$ cat config.mk
export PLATFORM = sky130hd
export DESIGN_NAME = tigc_core
export DESIGN_NICKNAME = d
export VERILOG_FILES = /design/src/rtl/tigc_pkg.sv /design/src/rtl/tigc_pulse_qual.sv /design/src/rtl/tigc_core.sv
export SDC_FILE = /design/constraint.sdc
export NUM_CORES = 1
export LEC_CHECK = 0
export BUFFER_PORTS_ARGS = -buffer_cell sky130_fd_sc_hd__buf_2
export CAP_MARGIN = 30
export CELL_PAD_IN_SITES_DETAIL_PLACEMENT = 0
export CELL_PAD_IN_SITES_GLOBAL_PLACEMENT = 1
export CORE_ASPECT_RATIO = 0.8
export CORE_MARGIN = 1
export CORE_UTILIZATION = 50
export CTS_BUF_LIST = sky130_fd_sc_hd__clkbuf_8
export DETAILED_ROUTE_END_ITERATION = 6
export PLACE_DENSITY_LB_ADDON = 0.25
export SLEW_MARGIN = 20
export SYNTH_ARGS = -nofsm -noshare
export SYNTH_HDL_FRONTEND = slang
export SYNTH_SLANG_ARGS = --single-unit
$ cat constraint.sdc
create_clock -name clk_i -period 21.4 [get_ports clk_i]
set_input_delay 2.14 -clock clk_i [delete_from_list [all_inputs] [get_ports clk_i]]
set_output_delay 2.14 -clock clk_i [all_outputs]
set_load 0.1 [all_outputs]
$ cat src/rtl/tigc_pkg.sv
// shared constants of the time interval gate counter
package tigc_pkg;

   // time-base clock period
   localparam int CLK_PERIOD_NS = 5;

   // shortest start or stop pulse that is recognised
   localparam int MIN_PULSE_NS  = 10;
   // least time rounds up to whole cycles
   localparam int MIN_PULSE_CYC = (MIN_PULSE_NS + CLK_PERIOD_NS - 1) / CLK_PERIOD_NS;

   // dead time from a stop to the next accepted start
   localparam int DEAD_TIME_NS  = 10;
   localparam int DEAD_CYC      = (DEAD_TIME_NS + CLK_PERIOD_NS - 1) / CLK_PERIOD_NS;

   // minimum start-to-stop interval, in clock periods
   localparam int MIN_INT_CYC   = 1;

   // readout unit codes
   localparam logic [1:0] UNIT_PS   = 2'h0;
   localparam logic [1:0] UNIT_NS   = 2'h1;
   localparam logic [1:0] UNIT_US   = 2'h2;
   localparam logic [1:0] UNIT_MS   = 2'h3;

   // readout unit and decimal point matched to the clock period
   localparam logic [1:0] DISP_UNIT = UNIT_NS;
   localparam logic [3:0] DISP_DP   = 4'h0;

   // clock period in readout units; 1 would mean a power-of-ten clock
   localparam int PERIOD_MANT   = 5;

   // reset values
   localparam logic       VALID_RST = 1'b0;

   // measurement sequencer states
   typedef enum logic [2:0]
   {
      TIGC_ARM  = 3'b001,
      TIGC_OPEN = 3'b010,
      TIGC_DEAD = 3'b100
   } tigc_state_e;

endpackage

$ cat src/rtl/tigc_pulse_qual.sv
`timescale 1ns/1ps
`default_nettype none
// one channel: width qualification and one pulse per input cycle
module tigc_pulse_qual #(
   parameter int MIN_W = tigc_pkg::MIN_PULSE_CYC
)(
   input  wire logic clk_i,    // time-base clock
   input  wire logic rstn_i,   // synchronous reset, active low
   input  wire logic level_i,  // conditioned channel level
   input  wire logic fall_i,   // trigger on the falling edge when high
   output var  logic pulse_o   // one-cycle event pulse
);

   localparam int CW = $clog2(MIN_W + 1);

   // refuse widths the counter cannot hold
   if (MIN_W < 1)
   begin : g_chk
      $error("tigc_pulse_qual: MIN_W must be at least 1");
   end

   logic          active;     // level after slope selection
   logic [CW-1:0] run_ff;     // consecutive active cycles, saturating
   logic [CW-1:0] nxt_run;
   logic          pulse_ff;
   logic          nxt_pulse;

   assign active  = level_i ^ fall_i;
   assign pulse_o = pulse_ff;

   // next values: fire once when the level has lasted the minimum width
   always_comb
   begin
      nxt_run   = run_ff;
      nxt_pulse = 1'b0;
      if (!active)
      begin
         nxt_run = '0;
      end
      else if (run_ff != CW'(MIN_W))
      begin
         nxt_run = run_ff + 1'b1;
      end
      // shorter runs never reach the firing count
      if (active && (run_ff == CW'(MIN_W - 1)))
      begin
         nxt_pulse = 1'b1;
      end
   end

   // registers
   always_ff @(posedge clk_i)
   begin
      if (!rstn_i)
      begin
         run_ff   <= '0;
         pulse_ff <= 1'b0;
      end
      else
      begin
         run_ff   <= nxt_run;
         pulse_ff <= nxt_pulse;
      end
   end

   // a one-cycle input is treated as absent
   if (MIN_W >= 2)
   begin : g_short

   end
endmodule
`default_nettype wire

$ cat src/rtl/tigc_core.sv
`timescale 1ns/1ps
`default_nettype none
module tigc_core #(
   parameter int CNT_W = 32,  // interval counter width
   parameter int AVG_W = 4    // width of the averaging exponent
)(
   input  wire logic                   clk_i,          // time-base clock
   input  wire logic                   rstn_i,         // synchronous reset, active low
   input  wire logic                   start_i,        // start channel level
   input  wire logic                   stop_i,         // stop channel level
   input  wire logic                   common_i,       // start input drives both channels
   input  wire logic                   avg_mode_i,     // averaging mode
   input  wire logic [AVG_W-1:0]       avg_log2_i,     // log2 of intervals averaged
   output var  logic                   ready_o,        // start would be accepted
   output var  logic                   gate_o,         // gate open
   output var  logic                   result_valid_o, // one-cycle result strobe
   output var  logic [CNT_W-1:0]       raw_count_o,    // mean count in clock periods
   output var  logic [CNT_W+(1<<AVG_W)-2:0] sum_count_o, // accumulated count
   output var  logic [CNT_W+(1<<AVG_W)+2:0] scaled_count_o, // interval in readout units
   output var  logic [1:0]             disp_unit_o,    // readout unit code
   output var  logic [3:0]             disp_dp_o       // digits right of the point
);

   localparam int IDX_W = 1 << AVG_W;         // interval index width
   localparam int ACC_W = CNT_W + IDX_W - 1;  // room for the largest sum
   localparam int SC_W  = ACC_W + 4;          // sum times period mantissa

   // refuse sizes the logic cannot serve
   if ((CNT_W < 8) || (AVG_W < 1) || (AVG_W > 5) || (tigc_pkg::PERIOD_MANT < 1) ||
       (tigc_pkg::PERIOD_MANT > 15) || (tigc_pkg::DEAD_CYC < 1) ||
       (tigc_pkg::DEAD_CYC > 4))
   begin : g_chk
      $error("tigc_core: unsupported parameter values");
   end

   // ---------------------------------------------------------------
   // synchronizers for the averaging path
   // ---------------------------------------------------------------
   logic [1:0] sync1_ff;   // first stage, read only by the second
   logic [1:0] sync2_ff;   // second stage
   logic [1:0] nxt_sync1;
   logic [1:0] nxt_sync2;

   // next values of the two-stage chain
   always_comb
   begin
      nxt_sync1 = {stop_i, start_i};
      nxt_sync2 = sync1_ff;
   end

   // synchronizer registers
   always_ff @(posedge clk_i)
   begin
      if (!rstn_i)
      begin
         sync1_ff <= 2'h0;
         sync2_ff <= 2'h0;
      end
      else
      begin
         sync1_ff <= nxt_sync1;
         sync2_ff <= nxt_sync2;
      end
   end

   logic sel_start;  // start level in use
   logic sel_stop;   // stop level in use
   logic start_pls;  // qualified start event
   logic stop_pls;   // qualified stop event

   // averaging takes the synchronized copies
   assign sel_start = avg_mode_i ? sync2_ff[0] : start_i;
   // common mode: stop channel watches the start input's falling edge
   assign sel_stop  = common_i ? sel_start :
                      (avg_mode_i ? sync2_ff[1] : stop_i);

   // start channel, rising edge
   tigc_pulse_qual #(
      .MIN_W (tigc_pkg::MIN_PULSE_CYC)
   ) u_start_qual (
      .clk_i   (clk_i),
      .rstn_i  (rstn_i),
      .level_i (sel_start),
      .fall_i  (1'b0),
      .pulse_o (start_pls)
   );

   // stop channel, falling edge in common mode for pulse width
   tigc_pulse_qual #(
      .MIN_W (tigc_pkg::MIN_PULSE_CYC)
   ) u_stop_qual (
      .clk_i   (clk_i),
      .rstn_i  (rstn_i),
      .level_i (sel_stop),
      .fall_i  (common_i),
      .pulse_o (stop_pls)
   );

   // ---------------------------------------------------------------
   // measurement sequencer
   // ---------------------------------------------------------------
   tigc_pkg::tigc_state_e state_ff;       // sequencer state
   tigc_pkg::tigc_state_e nxt_state;
   logic [CNT_W-1:0]      cnt_ff;         // clocks since start
   logic [CNT_W-1:0]      nxt_cnt;
   logic [1:0]            dead_ff;        // dead time remaining
   logic [1:0]            nxt_dead;
   logic [IDX_W-1:0]      idx_ff;         // intervals taken in this average
   logic [IDX_W-1:0]      nxt_idx;
   logic [ACC_W-1:0]      acc_ff;         // running sum of intervals
   logic [ACC_W-1:0]      nxt_acc;
   logic                  valid_ff;
   logic                  nxt_valid;
   logic [CNT_W-1:0]      raw_ff;
   logic [CNT_W-1:0]      nxt_raw;
   logic [ACC_W-1:0]      sum_ff;
   logic [ACC_W-1:0]      nxt_sum;
   logic [SC_W-1:0]       scaled_ff;
   logic [SC_W-1:0]       nxt_scaled;

   logic [CNT_W-1:0]      intv;           // interval if stop lands now
   logic                  stop_ok;        // stop accepted this cycle
   logic [IDX_W-1:0]      n_m1;           // intervals per average minus one
   logic [AVG_W-1:0]      shift;          // divide exponent in use
   logic [ACC_W-1:0]      sum_full;       // sum including this interval
   logic [SC_W-1:0]       prod;           // sum in readout units

   // interval is clocks between the start and stop cycles, saturating
   assign intv     = (cnt_ff == '1) ? cnt_ff : cnt_ff + 1'b1;
   // a stop earlier than the minimum interval is not recognised
   assign stop_ok  = (state_ff == tigc_pkg::TIGC_OPEN) && stop_pls &&
                     (cnt_ff >= CNT_W'(tigc_pkg::MIN_INT_CYC - 1));
   assign n_m1     = ~({IDX_W{1'b1}} << avg_log2_i);
   assign shift    = avg_mode_i ? avg_log2_i : '0;
   assign sum_full = acc_ff + ACC_W'(intv);
   // multiply before dividing so fractions of a period survive
   assign prod     = SC_W'(sum_full) * SC_W'(tigc_pkg::PERIOD_MANT);

   // next values of the sequencer
   always_comb
   begin
      nxt_state  = state_ff;
      nxt_cnt    = cnt_ff;
      nxt_dead   = dead_ff;
      nxt_idx    = idx_ff;
      nxt_acc    = acc_ff;
      nxt_valid  = 1'b0;
      nxt_raw    = raw_ff;
      nxt_sum    = sum_ff;
      nxt_scaled = scaled_ff;
      case (state_ff)
         tigc_pkg::TIGC_ARM:
         begin
            // stops here are ignored; a start opens the gate
            nxt_cnt = '0;
            if (start_pls)
            begin
               nxt_state = tigc_pkg::TIGC_OPEN;
            end
         end
         tigc_pkg::TIGC_OPEN:
         begin
            if (stop_ok)
            begin
               // gate closes, dead time begins
               nxt_state = tigc_pkg::TIGC_DEAD;
               nxt_dead  = 2'(tigc_pkg::DEAD_CYC - 1);
               nxt_cnt   = '0;
               if (!avg_mode_i || (idx_ff == n_m1))
               begin
                  // result: sum divided by the count of intervals
                  nxt_valid  = 1'b1;
                  nxt_sum    = sum_full;
                  nxt_raw    = CNT_W'(sum_full >> shift);
                  nxt_scaled = prod >> shift;
                  nxt_idx    = '0;
                  nxt_acc    = '0;
               end
               else
               begin
                  nxt_idx = idx_ff + 1'b1;
                  nxt_acc = sum_full;
               end
            end
            else if (cnt_ff != '1)
            begin
               // early stops fall through: counting goes on
               nxt_cnt = cnt_ff + 1'b1;
            end
         end
         tigc_pkg::TIGC_DEAD:
         begin
            // starts are refused until the dead time has run out
            if (dead_ff == 2'h0)
            begin
               nxt_state = tigc_pkg::TIGC_ARM;
            end
            else
            begin
               nxt_dead = dead_ff - 1'b1;
            end
         end
         default:
         begin
            nxt_state = tigc_pkg::TIGC_ARM;
            nxt_cnt   = '0;
         end
      endcase
   end

   // sequencer registers
   always_ff @(posedge clk_i)
   begin
      if (!rstn_i)
      begin
         state_ff  <= tigc_pkg::TIGC_ARM;
         cnt_ff    <= '0;
         dead_ff   <= 2'h0;
         idx_ff    <= '0;
         acc_ff    <= '0;
         valid_ff  <= tigc_pkg::VALID_RST;
         raw_ff    <= '0;
         sum_ff    <= '0;
         scaled_ff <= '0;
      end
      else
      begin
         state_ff  <= nxt_state;
         cnt_ff    <= nxt_cnt;
         dead_ff   <= nxt_dead;
         idx_ff    <= nxt_idx;
         acc_ff    <= nxt_acc;
         valid_ff  <= nxt_valid;
         raw_ff    <= nxt_raw;
         sum_ff    <= nxt_sum;
         scaled_ff <= nxt_scaled;
      end
   end

   // outputs
   assign ready_o        = (state_ff == tigc_pkg::TIGC_ARM);
   assign gate_o         = (state_ff == tigc_pkg::TIGC_OPEN);
   assign result_valid_o = valid_ff;
   assign raw_count_o    = raw_ff;
   assign sum_count_o    = sum_ff;
   assign scaled_count_o = scaled_ff;
   assign disp_unit_o    = tigc_pkg::DISP_UNIT;
   assign disp_dp_o      = tigc_pkg::DISP_DP;
endmodule
`default_nettype wire

==> reports/metrics.csv <==
metric,value,unit
multi_input_area,14700,um2
wire_per_inst,24.5,um
slowest_stage,xor2_1,
cts_buffers,40,
cp-end-kind,flop,
yosysSeqAreaShare,0.236,
drc,0,
finalHoldViolCount,0,
critPathRequiredTime,21930,ps
arrival,10630,ps
totalWireLength,83.9,mm
cap_violations,0,
start_kind,flop,
post_cts_buffers,0,
coreArea,39800,um2
nNetsFinal,2998,
ys_ff_latch,240,
dr.pass1.iters,6,
irDropWorstVdd,49.0,uV
yosysTopAreaCell,dfxtp_1,
drt_iter0_markers,3167,
cts_htree_levels,2,
post-route-util,0.559,
rsz0062_at_grt,false,
setup_viol,0,
cp_common_cell,ha_1,
cts.repair.resized,0,
cts_tree,yes,
synthCells,2827,
pin_count,149,
area_growth,9.14,%
post-place-ws,11680,ps
synth_edf_count,0,
drive_gt1_frac,0.118,
p_leak,9.29,nW
dr_wl_met3,11.0,mm
setup_slack,11300,ps
dp_hpwl,62.3,mm
startpoint,cnt_ff[0]$_SDFFE_PN0P_,
synth_ff_type,dfxtp_1,
register_area,4800,um2
start_util,0.512,
grt_first_pass_wirelength,124,mm
viasPerCell,6.64,
fp.dieW,228,um
ant_nets,0,
path_clk_slew,70,ps
finClkSkew,60.1,ps
dieArea,41600,um2
finalCritPeriodShare,0.472,
grt_pass1_vias,20100,
clk_path_buf_depth,3,
dr.max_layer_used,met5,
numPortBuffers,141,
synth_area_per_cell,7.21,um2
period_minus_slack,10100,ps
gp_congestion,1.06,
clk_latency,610,ps
hold_buffers,0,
final_max_slew_viol_count,0,
rows,65,
track_usage,0.387,
status,"complete, no violations",
r2r-start,cnt_ff[0]$_SDFFE_PN0P_,
vias,22700,
syn_area,20400,um2
synth_area_leaders,"dfxtp_1, ha_1, nand2_1, a21oi_1, nor2_1",
synth_warnings,0,
hp-class,flop to flop,
cts_root_buf,clkbuf_8,
gr-total-overflow,0,
max_stage_delay,880,ps
holdCritStartpoint,nxt_sync2[1]$_SDFF_PN0_,
antenna_found_initial,2,
maxSlewHeadroom,0.263,
cp_max_fo,32,
dieHeight,183,um
tightest_slew,1100,ps
n_fill_cell,3901,
wl_met1,37.3,mm
crit_type,flop to flop,
clock-sinks,240,
synth-async-reset-ratio,0,
p_per_area,44.3,nW/um2
ys_types,106,
wl_met2,33.2,mm
grt_max_degree,83,
fmax,0.0990,GHz
finalSetupTns,0,ps
synth.top_cell.area_share,0.236,
## state kept, by name (all words and copies together), names as in the netlist, 2 cells and up
name	flops
cnt_ff	32
raw_count_o	32
sum_count_o	47
u_start_qual.run_ff	2
acc_ff	47
nxt_sync2	2
scaled_count_o	50
dead_ff	2
state_ff	3
u_stop_qual.run_ff	2
sync2_ff	2
idx_ff	16
## path summary, 6_finish.rpt
path / slack, ps / depth (start not counted) / to
worst max-delay path: 11300 / 30 / scaled_count_o[35]$_SDFFE_PN0P_
worst max register to register: 11300 / 30 / scaled_count_o[35]$_SDFFE_PN0P_
worst min-delay path: 450 / 1 / sync2_ff[1]$_SDFF_PN0_
worst min register to register: 450 / 1 / sync2_ff[1]$_SDFF_PN0_
## per-layer routing
metal,up-vias,global-route usage
met5,-,0
met4,2,0.112
met3,158,0.138
met2,1334,0.529
li1,10400,-
met1,10900,0.557
## cells by family (layout without fill, tap and decap cells)
group                    count (synthesis)  after routing  share of synthesized area
AO/OA/AOI/OAI                          907            907                      0.285
XOR/XNOR                               125            125                     0.0541
adder cells (fa/ha/maj)                125            125                     0.0775
buffers and inverters                  244            300                     0.0494
flip-flops                             240            240                      0.236
multiplexers                            99             99                     0.0541
other                                    2              8                   0.000368
AND/OR/NAND/NOR                       1085           1085                      0.244
## placed cells by master (no fill, tap or decap), drive strengths merged, types with 29 or more instances in the layout
master / n
nand2: 411
a21oi: 311
nor2: 273
dfxtp: 240
o21ai: 207
buf: 188
nand3: 125
ha: 123
xnor2: 75
mux2i: 66
nor3: 60
o211ai: 57
clkbuf: 54
inv: 52
xor2: 50
a211oi: 45
nand4: 41
and2: 38
and3: 30
a21o: 29
o21a: 29
## layout make-up
type                    count  share of cell area
flip-flops and latches    240               0.216
well taps                 536              0.0301
diodes                      1            0.000112
repair buffers            191              0.0482
multi-input cells        2348               0.660
inverters                  42             0.00720
clock buffers              51              0.0316
clock inverters            16             0.00726
## cells in the mapped netlist, types with 12 or more instances
master    count
mux2_2       26
a21boi_0     12
a211oi_1     43
nor3_1       57
o22ai_1      13
or3_1        19
buf_1        19
a21o_1       29
nor2_1      273
nand2_1     410
mux2i_1      66
nand3b_1     20
o21a_1       29
a21oi_1     304
a31oi_1      23
and2_1       35
a22oi_1      26
nand3_1     124
o21ai_0     179
ha_1        123
xnor2_1      74
dfxtp_1     240
clkbuf_1    140
inv_1        42
nand4_1      41
o221ai_1     16
xor2_1       50
buf_4        12
buf_2        29
and3_1       30
nand2b_1     16
o211ai_1     57
o21ai_1      27
## power by group
group	internal [mW]	leakage, nW	switching (mW)
sequential	0.448	1.93	0.000857
clock	0.250	0.473	0.203
combinational	0.0198	6.88	0.0638
## critical path, delay by kind of cell (launching register included)
kind	cells	cell delay (ps)
AOI/OAI and AO/OA	13	4250
DFF	1	410
xor gates and xnor gates	2	1180
buffers and inverters	2	330
adders and majority gates	5	1660
and+or+nand+nor	8	2200
## through the flow
stage	std cells	power, mW	area, um2	hold WS [ps]
after floorplan	2832	0.517	20400	412
after global placement	3348	0.538	21300	416
after detailed placement	3352	0.538	21300	439
after CTS	3419	0.986	22200	453
after global routing	3424	1.01	22200	468
final	3425	0.986	22200	450
Note: power is estimated with default switching activity, not from simulation.
